--- config.mk ---
export PLATFORM = sky130hd
export DESIGN_NAME = fpga_config_manager
export DESIGN_NICKNAME = d
export VERILOG_FILES = /design/src/design/fpga_config_manager.v
export VERILOG_INCLUDE_DIRS = /design/src /design/src/include
export SDC_FILE = /design/constraint.sdc
export NUM_CORES = 2
export LEC_CHECK = 0
export ABC_CLOCK_PERIOD_IN_PS = 1600
export BUFFER_PORTS_ARGS = -buffer_cell sky130_fd_sc_hd__buf_2
export CAP_MARGIN = 20
export CORE_MARGIN = 4
export CORE_UTILIZATION = 50
export DETAILED_ROUTE_END_ITERATION = 6
export PLACE_DENSITY = 0.69
export SLEW_MARGIN = 20
export SYNTH_ARGS = -nofsm -noshare
export SYNTH_HDL_FRONTEND = slang
export SYNTH_SLANG_ARGS = --single-unit
export TNS_END_PERCENT = 50
--- constraint.sdc ---
create_clock -name i_sys_clk -period 1.6 [get_ports i_sys_clk]
set_input_delay 0.32 -clock i_sys_clk [delete_from_list [all_inputs] [get_ports i_sys_clk]]
set_output_delay 0.32 -clock i_sys_clk [all_outputs]
set_load 0.02 [all_outputs]
--- src/include/cfg_mgr_regs.vh ---
// Purpose: constants for the FPGA configuration manager
// Assumes: 40 MHz system clock
// Notes: timing counts derived from times in their own units
`ifndef CFG_MGR_REGS_VH
`define CFG_MGR_REGS_VH

// Host enumeration window, milliseconds
`define ENUM_WINDOW_MS 100
`define CLK_KHZ 40000
// Cycles the target may take to appear; longest time, exact product, no rounding
`define ENUM_WINDOW_CYC (`ENUM_WINDOW_MS * `CLK_KHZ)
// Number of stored images and select width
`define IMG_COUNT 4
`define IMG_SEL_W 2
// Load source codes
`define SRC_FLASH 2'h0
`define SRC_STREAM 2'h1
`define SRC_JTAG 2'h2
// Flash address width per image slot
`define FLASH_AW 24
// Default device identity, value is arbitrary
`define DEV_ID_DEFAULT 16'h1234

`endif

--- src/design/fpga_config_manager.v ---
// Purpose: load and reload the main FPGA while staying visible on PCIe
// Assumes: all inputs synchronous to i_sys_clk; flash and config port
//          handshake by strobe/ready
// Notes: config space and device id held here, never touched by a load
//
// How it works
// RULE_01 - PCIe target ready immediately after reset
// RULE_02 - Four image slots in configuration flash
// RULE_03 - Flash writable from JTAG or PCIe
// RULE_04 - Power-up image chosen by hardware switch
// RULE_05 - Host selects image, then reload command
// RULE_06 - Stream image from host straight to FPGA
// RULE_07 - JTAG load allowed, manager handshakes it
// RULE_08 - PCIe config space kept across reloads
// RULE_09 - Same device id after reload
// RULE_10 - Gate user traffic while loading; report done
`timescale 1ns/1ps
`include "cfg_mgr_regs.vh"

module fpga_config_manager #(
  parameter [31:0] ENUM_CYC = `ENUM_WINDOW_CYC
) (
  input wire i_sys_clk,
  input wire i_nrst,
  input wire [`IMG_SEL_W-1:0] i_boot_switch,
  input wire [`IMG_SEL_W-1:0] i_host_img_sel,
  input wire i_host_reload,
  input wire i_host_stream_start,
  input wire i_stream_valid,
  input wire [7:0] i_stream_data,
  input wire i_stream_last,
  input wire i_jtag_active,
  input wire i_jtag_flash_we,
  input wire i_host_flash_we,
  input wire [`FLASH_AW-1:0] i_flash_wr_addr,
  input wire [7:0] i_flash_wr_data,
  input wire i_flash_rd_valid,
  input wire [7:0] i_flash_rd_data,
  input wire i_flash_rd_last,
  input wire i_cfg_ready,
  input wire i_cfg_done,
  input wire i_cfgspace_we,
  input wire [5:0] i_cfgspace_addr,
  input wire [31:0] i_cfgspace_wdata,
  output reg o_pcie_target_en,
  output reg [15:0] o_dev_id,
  output reg [31:0] o_cfgspace_rdata,
  output reg o_flash_rd_req,
  output reg [`IMG_SEL_W-1:0] o_flash_img,
  output reg o_flash_we,
  output reg [`IMG_SEL_W+`FLASH_AW-1:0] o_flash_waddr,
  output reg [7:0] o_flash_wdata,
  output reg o_cfg_prog_n,
  output reg o_cfg_valid,
  output reg [7:0] o_cfg_data,
  output reg o_stream_ready,
  output reg o_jtag_grant,
  output reg o_user_gate,
  output reg o_load_done,
  output reg o_loading,
  output reg [1:0] o_load_src,
  output reg [`IMG_SEL_W-1:0] o_active_img
);

  // ----------------------------------------------------------------
  // State codes, one-hot
  // ----------------------------------------------------------------
  localparam [4:0] ST_BOOT = 5'h01;
  localparam [4:0] ST_PROG = 5'h02;
  localparam [4:0] ST_LOAD = 5'h04;
  localparam [4:0] ST_WAIT = 5'h08;
  localparam [4:0] ST_IDLE = 5'h10;

  reg [4:0] state;
  reg [1:0] src;
  reg [`IMG_SEL_W-1:0] img;
  reg [31:0] enum_cnt;
  // Config space lives outside the FPGA load path so it survives it
  reg [31:0] cfgspace [0:63];

  // ----------------------------------------------------------------
  // Preserved configuration space
  // ----------------------------------------------------------------
  // Written only by the host; a reload never clears it
  always @(posedge i_sys_clk) begin
    if (i_cfgspace_we) begin
      cfgspace[i_cfgspace_addr] <= i_cfgspace_wdata; // RULE_08
    end
  end

  // Registered read, no reset on the array itself
  always @(posedge i_sys_clk or negedge i_nrst) begin
    if (!i_nrst) begin
      o_cfgspace_rdata <= 32'h0000_0000;
    end else begin
      o_cfgspace_rdata <= cfgspace[i_cfgspace_addr]; // RULE_08
    end
  end

  // ----------------------------------------------------------------
  // Flash programming path
  // ----------------------------------------------------------------
  // JTAG and host strobes are ORed, writes pass only in idle; a write lands in the slot chosen by host select
  always @(posedge i_sys_clk or negedge i_nrst) begin
    if (!i_nrst) begin
      o_flash_we <= 1'b0;
      o_flash_waddr <= {(`IMG_SEL_W+`FLASH_AW){1'b0}};
      o_flash_wdata <= 8'h00;
    end else begin
      o_flash_we <= (i_jtag_flash_we | i_host_flash_we) & (state == ST_IDLE); // RULE_03
      o_flash_waddr <= {i_host_img_sel, i_flash_wr_addr}; // RULE_02
      o_flash_wdata <= i_flash_wr_data;
    end
  end

  // ----------------------------------------------------------------
  // Load sequencer
  // ----------------------------------------------------------------
  // Target comes up on the first edge; the FPGA load runs behind it
  always @(posedge i_sys_clk or negedge i_nrst) begin
    if (!i_nrst) begin
      state <= ST_BOOT;
      src <= `SRC_FLASH;
      img <= {`IMG_SEL_W{1'b0}};
      enum_cnt <= 32'h0000_0000;
      o_pcie_target_en <= 1'b0;
      o_dev_id <= `DEV_ID_DEFAULT;
      o_flash_rd_req <= 1'b0;
      o_flash_img <= {`IMG_SEL_W{1'b0}};
      o_cfg_prog_n <= 1'b1;
      o_cfg_valid <= 1'b0;
      o_cfg_data <= 8'h00;
      o_stream_ready <= 1'b0;
      o_jtag_grant <= 1'b0;
      o_user_gate <= 1'b1;
      o_load_done <= 1'b0;
      o_loading <= 1'b0;
      o_load_src <= `SRC_FLASH;
      o_active_img <= {`IMG_SEL_W{1'b0}};
    end else begin
      o_pcie_target_en <= 1'b1; // RULE_01
      o_dev_id <= o_dev_id; // RULE_09
      o_cfg_valid <= 1'b0;
      // Count load cycles, holding once the enumeration window count is reached
      if (o_loading && enum_cnt < ENUM_CYC) begin
        enum_cnt <= enum_cnt + 32'h1;
      end
      case (state)
        ST_BOOT: begin
          img <= i_boot_switch; // RULE_04
          src <= `SRC_FLASH;
          o_cfg_prog_n <= 1'b0;
          o_loading <= 1'b1;
          o_user_gate <= 1'b1; // RULE_10
          state <= ST_PROG;
        end
        ST_PROG: begin
          // One cycle of program pulse clears the FPGA
          o_cfg_prog_n <= 1'b1;
          o_load_src <= src;
          o_flash_img <= img;
          o_flash_rd_req <= (src == `SRC_FLASH);
          o_stream_ready <= (src == `SRC_STREAM) & i_cfg_ready; // RULE_06
          o_jtag_grant <= (src == `SRC_JTAG); // RULE_07
          state <= (src == `SRC_JTAG) ? ST_WAIT : ST_LOAD;
        end
        ST_LOAD: begin
          // Stall source when the config port is not ready
          o_stream_ready <= (src == `SRC_STREAM) & i_cfg_ready;
          if (src == `SRC_FLASH && i_flash_rd_valid && i_cfg_ready) begin
            o_cfg_valid <= 1'b1;
            o_cfg_data <= i_flash_rd_data;
            if (i_flash_rd_last) begin
              o_flash_rd_req <= 1'b0;
              state <= ST_WAIT;
            end
          end else if (src == `SRC_STREAM && i_stream_valid && o_stream_ready) begin
            o_cfg_valid <= 1'b1; // RULE_06
            o_cfg_data <= i_stream_data;
            if (i_stream_last) begin
              o_stream_ready <= 1'b0;
              state <= ST_WAIT;
            end
          end
        end
        ST_WAIT: begin
          // JTAG loads finish when the tool drops its request and FPGA is done
          if (i_cfg_done && (src != `SRC_JTAG || !i_jtag_active)) begin
            o_jtag_grant <= 1'b0;
            o_loading <= 1'b0;
            o_load_done <= 1'b1; // RULE_10
            o_user_gate <= 1'b0; // RULE_10
            o_active_img <= img;
            enum_cnt <= 32'h0000_0000;
            state <= ST_IDLE;
          end
        end
        ST_IDLE: begin
          // Reload, stream and JTAG requests in that priority
          if (i_host_reload || i_host_stream_start || i_jtag_active) begin
            o_load_done <= 1'b0;
            o_loading <= 1'b1;
            o_user_gate <= 1'b1; // RULE_10
            o_cfg_prog_n <= 1'b0;
            state <= ST_PROG;
            if (i_host_reload) begin
              src <= `SRC_FLASH;
              img <= i_host_img_sel; // RULE_05
            end else if (i_host_stream_start) begin
              src <= `SRC_STREAM;
            end else begin
              src <= `SRC_JTAG;
            end
          end
        end
        default: begin
          state <= ST_BOOT;
        end
      endcase
    end
  end

endmodule

# Word level (Yosys, flattened, before mapping)
# Memories as Yosys holds them, arrays and structs flattened. A register that Yosys moved wholly into a read port is not among the register bits.
# Cells that the tools add are included.
dict set report word_totals {
  reg_bits 67
  latch_bits 0
  ram_bits 2048
  romBits 0
  in_bits 104
  output_inout_bits 106
  wordCells 104
  n_memories 1
}
dict set report classes {
  add_sub_neg 0
  multipliers 0
  n_div 0
  order_cmp 0
  eq_ne 16
  shifts 0
  n_mux 37
  bitwise_logic 3
  n_reduce_logical 28
}
# memory words word_bits read_ports rd_clocked_by_memory_dff wr line_no
set memory_table {}
lappend memory_table {cfgspace 64 32 1 1 1 fpga_config_manager.v:79} ;# reg [31:0] cfgspace [0:63];
# cell count
set ops {}
lappend ops {{$mux W5} 6}
lappend ops {{$pmux W5 S5} 1}
lappend ops {{$mux W8} 2}
lappend ops {{$mux W1} 14}
lappend ops {{$reduce_and A3 Y1} 4}
lappend ops {{$mux W2} 5}
lappend ops {{$ne A2 B2 Y1 const B} 5}
lappend ops {{$reduce_and A2 Y1} 5}
lappend ops {{$reduce_bool A2 Y1} 5}
lappend ops {{$ne A3 B3 Y1 const B} 3}
lappend ops {{$pmux W1 S2} 4}
lappend ops {{$pmux W2 S2} 2}
lappend ops {{$pmux W1 S3} 2}
lappend ops {{$reduce_bool A3 Y1} 2}
lappend ops {{$eq A5 B1 Y1 const B} 1}
lappend ops {{$eq A5 B2 Y1 const B} 1}
lappend ops {{$eq A5 B3 Y1 const B} 1}
lappend ops {{$eq A5 B4 Y1 const B} 1}
lappend ops {{$eq A5 B5 Y1 const B} 1}
lappend ops {{$logic_and A1 B1 Y1} 5}
lappend ops {{$reduce_and A5 Y1} 1}
lappend ops {{$mux W4} 1}
lappend ops {{$logic_or A1 B1 Y1} 3}
lappend ops {{$and A1 B1 Y1} 2}
lappend ops {{other kinds (6)} 7}

# Depth between registers and ports, before layout
dict set report logic_depth {
  depth_word 6
  mapped_depth 11
  ltp_nobuf 6
}

# Worst setup path before layout
# OpenSTA, ideal clock, no wires.
dict set report synth_path {
  kind {input port to flip-flop}
  from {in i_cfgspace_addr[1]}
  to {mem cfgspace[14][0], enable pin}
  setup_time_ns 0.421
  arrival_time_ns 2.969
  required_time_ns 1.179
  path_slack_ns -1.791
  path_stages 8
  n_path_buf 5
  cell_sequence {buf_4 > nor2b_1 > buf_2 > buf_2 > buf_2 > buf_2 > nand3_1 > nor2_1}
}
# item line_no
set synth_rtl {}
lappend synth_rtl {{start, declared} fpga_config_manager.v:43} ;# input wire [5:0] i_cfgspace_addr,
lappend synth_rtl {{end, declared} fpga_config_manager.v:79}
# No word-level cell before the write port.

==> flow_summary_export.csv <==
group,metric,value,unit
run_status,status,"finished with violations",
run_status,violations,"setup timing",
synthesis,synth-seq-cells,2147,
pwr,powerDensity,1210,nW/um^2
worst_setup_path,crit_cells,7,
global_routing,overflow,0,
timing,hold_viol,0,
pwr,leakagePower,33.55,nW
timing,finalCriticalPeriod,2.044,ns
synthesis,ys_seq_area_share,79.10,%
synthesis,synth.most_common_cell,"edfxtp_1",
clock_tree,clockBufferDepth,3,
layout,synthToLayoutAreaGrowth,25.42,%
route,vias_per_cell,6.809,
die,die_h,410.2,microns
placed_design,placed_cells,7347,
synthesis,syn_area,80890,sq um
synthesis,avgSynthCellArea,17.45,sq um
global_routing,grt_start_max_net_pins,65,
synthesis,ys_types,67,
worst_setup_path,crit_slowest_cell,"edfxtp_1",
timing,slew-limit-headroom,24.78,%
worst_setup_path,path_max_fanout,1,
timing,worstMarginPinSlew,1.128,ns
worst_setup_path,cp_common_cell,"a221oi_2",
timing,max_freq,489.1,MHz
placed_design,port_buffers,193,
timing,postLayoutSetupSlackWorst,-0.4444,ns
die,dieWidth,410.2,microns
route,routed_wl,281000,microns
global_routing,grtUsageTotal,32.87,%
timing,fin_setup_tns,-16.67,ns
worst_setup_path,critPathBufInv,1,
die,io_pins,210,
global_routing,grt_pass1_vias,51441,
timing,slew_viol_final,0,
min_path,whs_path_depth,1,
clock_tree,clkSinkCount,2147,
worst_setup_path,setup.worst_path.class,"reg -> reg",
synthesis,synth-edff-count,2048,
worst_setup_path,endpoint_kind,"register",
worst_setup_path,cpPeakStageDelay,0.38,ns
min_path,min_path_type,"in -> reg",
route,dr.first_iter.drc_count,8997,
worst_setup_path,crit_chain,"mux2_2 > a221oi_2 > a21oi_2 > a221oi_2 > buf_4 > o211ai_1 > or3_1",
synthesis,yosysWarnings,0,
timing,finClkSkew,0.02938,ns
synthesis,synth_top_area_cell,"edfxtp_1",
clock_tree,clk_pin_slew,0.06,ns
route,post_drt_wl_per_cell,35.93,microns
die,die-area,168300,sq um
synthesis,ys.flop_type,"edfxtp_1",
placed_design,place_congestion,0.9263,
synthesis,synth_top_area_share,76.03,%
clock_tree,cts-htree-levels,4,
clock_tree,cts_made_buffers,203,
job,maxCapViolCount,0,
layout,fin_nets,5582,
route,vias,53263,
placed_design,pre_cts_slack,-1.078,ns
worst_setup_path,start_kind,"register",
timing,fin_crit_sh,127.8,%
layout,layout.cells.non_filler,7822,
die,core-area,160800,sq um
worst_setup_path,r2r_cells,7,
route,drc,0,
die,start_util,50.32,%
timing,rsz0062_at_grt,"true",
worst_setup_path,required,2.32,ns
die,rows,147,
global_routing,grt_pass1_wl,390100,microns
synthesis,synth_cells,4635,
clock_tree,cts_tree,"built",
layout,drive_above_1_share,29.34,%
global_routing,antenna_found_initial,7,
timing,setup_violations,194,
synthesis,yosys-top-cells-count,"2048 x edfxtp_1, 440 x a221oi_1, 322 x a22oi_1",
worst_setup_path,cp_top_family,"compound AO/OA/AOI/OAI gates",
route,ant_nets,0,
synthesis,synthTopCellsByArea,"edfxtp_1 76%, a221oi_1 4.8%, a22oi_1 3.0%",
route,first_pass_iters,7,
worst_setup_path,crit_arrival,2.77,ns
layout,nFillCells,10698,
placed_design,dp_hpwl,174500,microns
clock_tree,clk-insertion-delay-late,0.87,ns
synthesis,async_flop_share,4.611,%
clock_tree,cts_root_buffer,"clkbuf_16",
pwr,peakVddDrop,1078,uV
[kinds of logic (layout without fill, tap and decap cells)]
| group | Yosys count | after routing | share of synthesized area (%) |
|---|---|---|---|
| other cells | 2 | 21 | 0.009284 |
| simple gates | 558 | 558 | 3.140 |
| buf+inv | 377 | 1385 | 2.255 |
| mux | 230 | 230 | 3.338 |
| xor+xnor | 1 | 1 | 0.01083 |
| compound gates | 1320 | 1320 | 12.15 |
| flops | 2147 | 2147 | 79.10 |
[state kept, by name (all words and copies together), names as in the netlist, 2 cells and up]
name and cells:
o_flash_img 2, cfgspace 2048, o_active_img 2, o_cfgspace_rdata 32, o_flash_wdata 8, o_flash_waddr 26, state 5, img 2
src 2, o_load_src 2, o_cfg_data 8
[power by group]
group / switching, mW / internal, mW / total, mW
sequential: 0.614 / 62.4 / 63.0
clock: 21.0 / 28.2 / 49.1
combinational: 6.45 / 4.22 / 10.7
total: 28.0 / 94.8 / 123
[metal layers]
metal	global-route usage, %	vias up	share of wire [%]
met5	0	-	0
met4	19.82	0	7.7
met3	9.738	1012	14
met2	49.44	4621	45
met1	42.49	26596	34
li1	-	21034	-
[path summary, 6_finish.rpt]
kind,from,to,slack [ns]
max,cfgspace[50][14]$_DFFE_PP_,o_cfgspace_rdata[14]$_DFF_PN0_,-0.44
min,i_cfgspace_wdata[24],cfgspace[55][24]$_DFFE_PP_,0.009
max reg2reg,cfgspace[50][14]$_DFFE_PP_,o_cfgspace_rdata[14]$_DFF_PN0_,-0.44
min reg2reg,o_cfg_prog_n$_DFFE_PN1P_,o_cfg_prog_n$_DFFE_PN1P_,0.49
max in group asynchronous,i_nrst,o_cfgspace_rdata[8]$_DFF_PN0_,1.20
min in group asynchronous,i_nrst,o_cfgspace_rdata[1]$_DFF_PN0_,0.08
[through the flow]
step	hold slack, ns	instance area [sq um]	utilization [%]	power [mW]
3_3_place_gp	0.2326	91910	57.18	72.74
3_5_place_dp	0.2305	91910	57.18	72.92
5_1_grt	0.01518	101400	63.10	126.0
6_report	0.008845	101400	63.11	122.8
4_1_cts	0.03907	100700	62.67	122.1
2_1_floorplan	0.02441	81860	-	67.96
[what timing repair did]
action                     in CTS  in global routing
hold endpoints to repair      178                  0
gates cloned                    1                  2
pin swaps                      62                 49
setup endpoints to repair     366                261
buffers inserted               13                 10
gates resized for setup       331                134
hold buffers                   65                  0
[final cells by class]
cell class	count	area (sq um)	area share (%)
clock inverters	110	1202	1.185
well taps	2160	2703	2.664
inverters	7	38.79	0.03823
clock buffers	275	5630	5.550
diodes	4	10.01	0.009867
multi-input cells	2126	16960	16.72
flip-flops and latches	2147	64000	63.09
repair buffers	993	10900	10.74
[cells in the final DEF, fill, tap and decap left out, types with 14 or more instances in the layout]
cell	instances
conb_1	17
clkinv_2	36
clkbuf_1	49
a211oi_1	19
clkinv_1	30
clkbuf_8	17
a21oi_1	109
mux4_2	22
dlygate4sd3_1	64
clkbuf_16	208
o21ai_2	14
buf_12	244
dfrtp_1	78
dfrtp_2	18
nor2_1	184
nor3_1	61
edfxtp_1	2048
a22oi_2	22
o32ai_1	16
a221oi_2	71
nand4_1	22
nand2_1	84
buf_4	499
mux2_2	88
a22o_1	21
a221oi_1	367
buf_2	79
bufinv_16	21
o22ai_1	138
nor2_4	69
buf_6	105
a22oi_1	300
o21ai_1	29
o21ai_0	92
mux2i_1	109
Note: power is estimated with default switching activity, not from simulation.
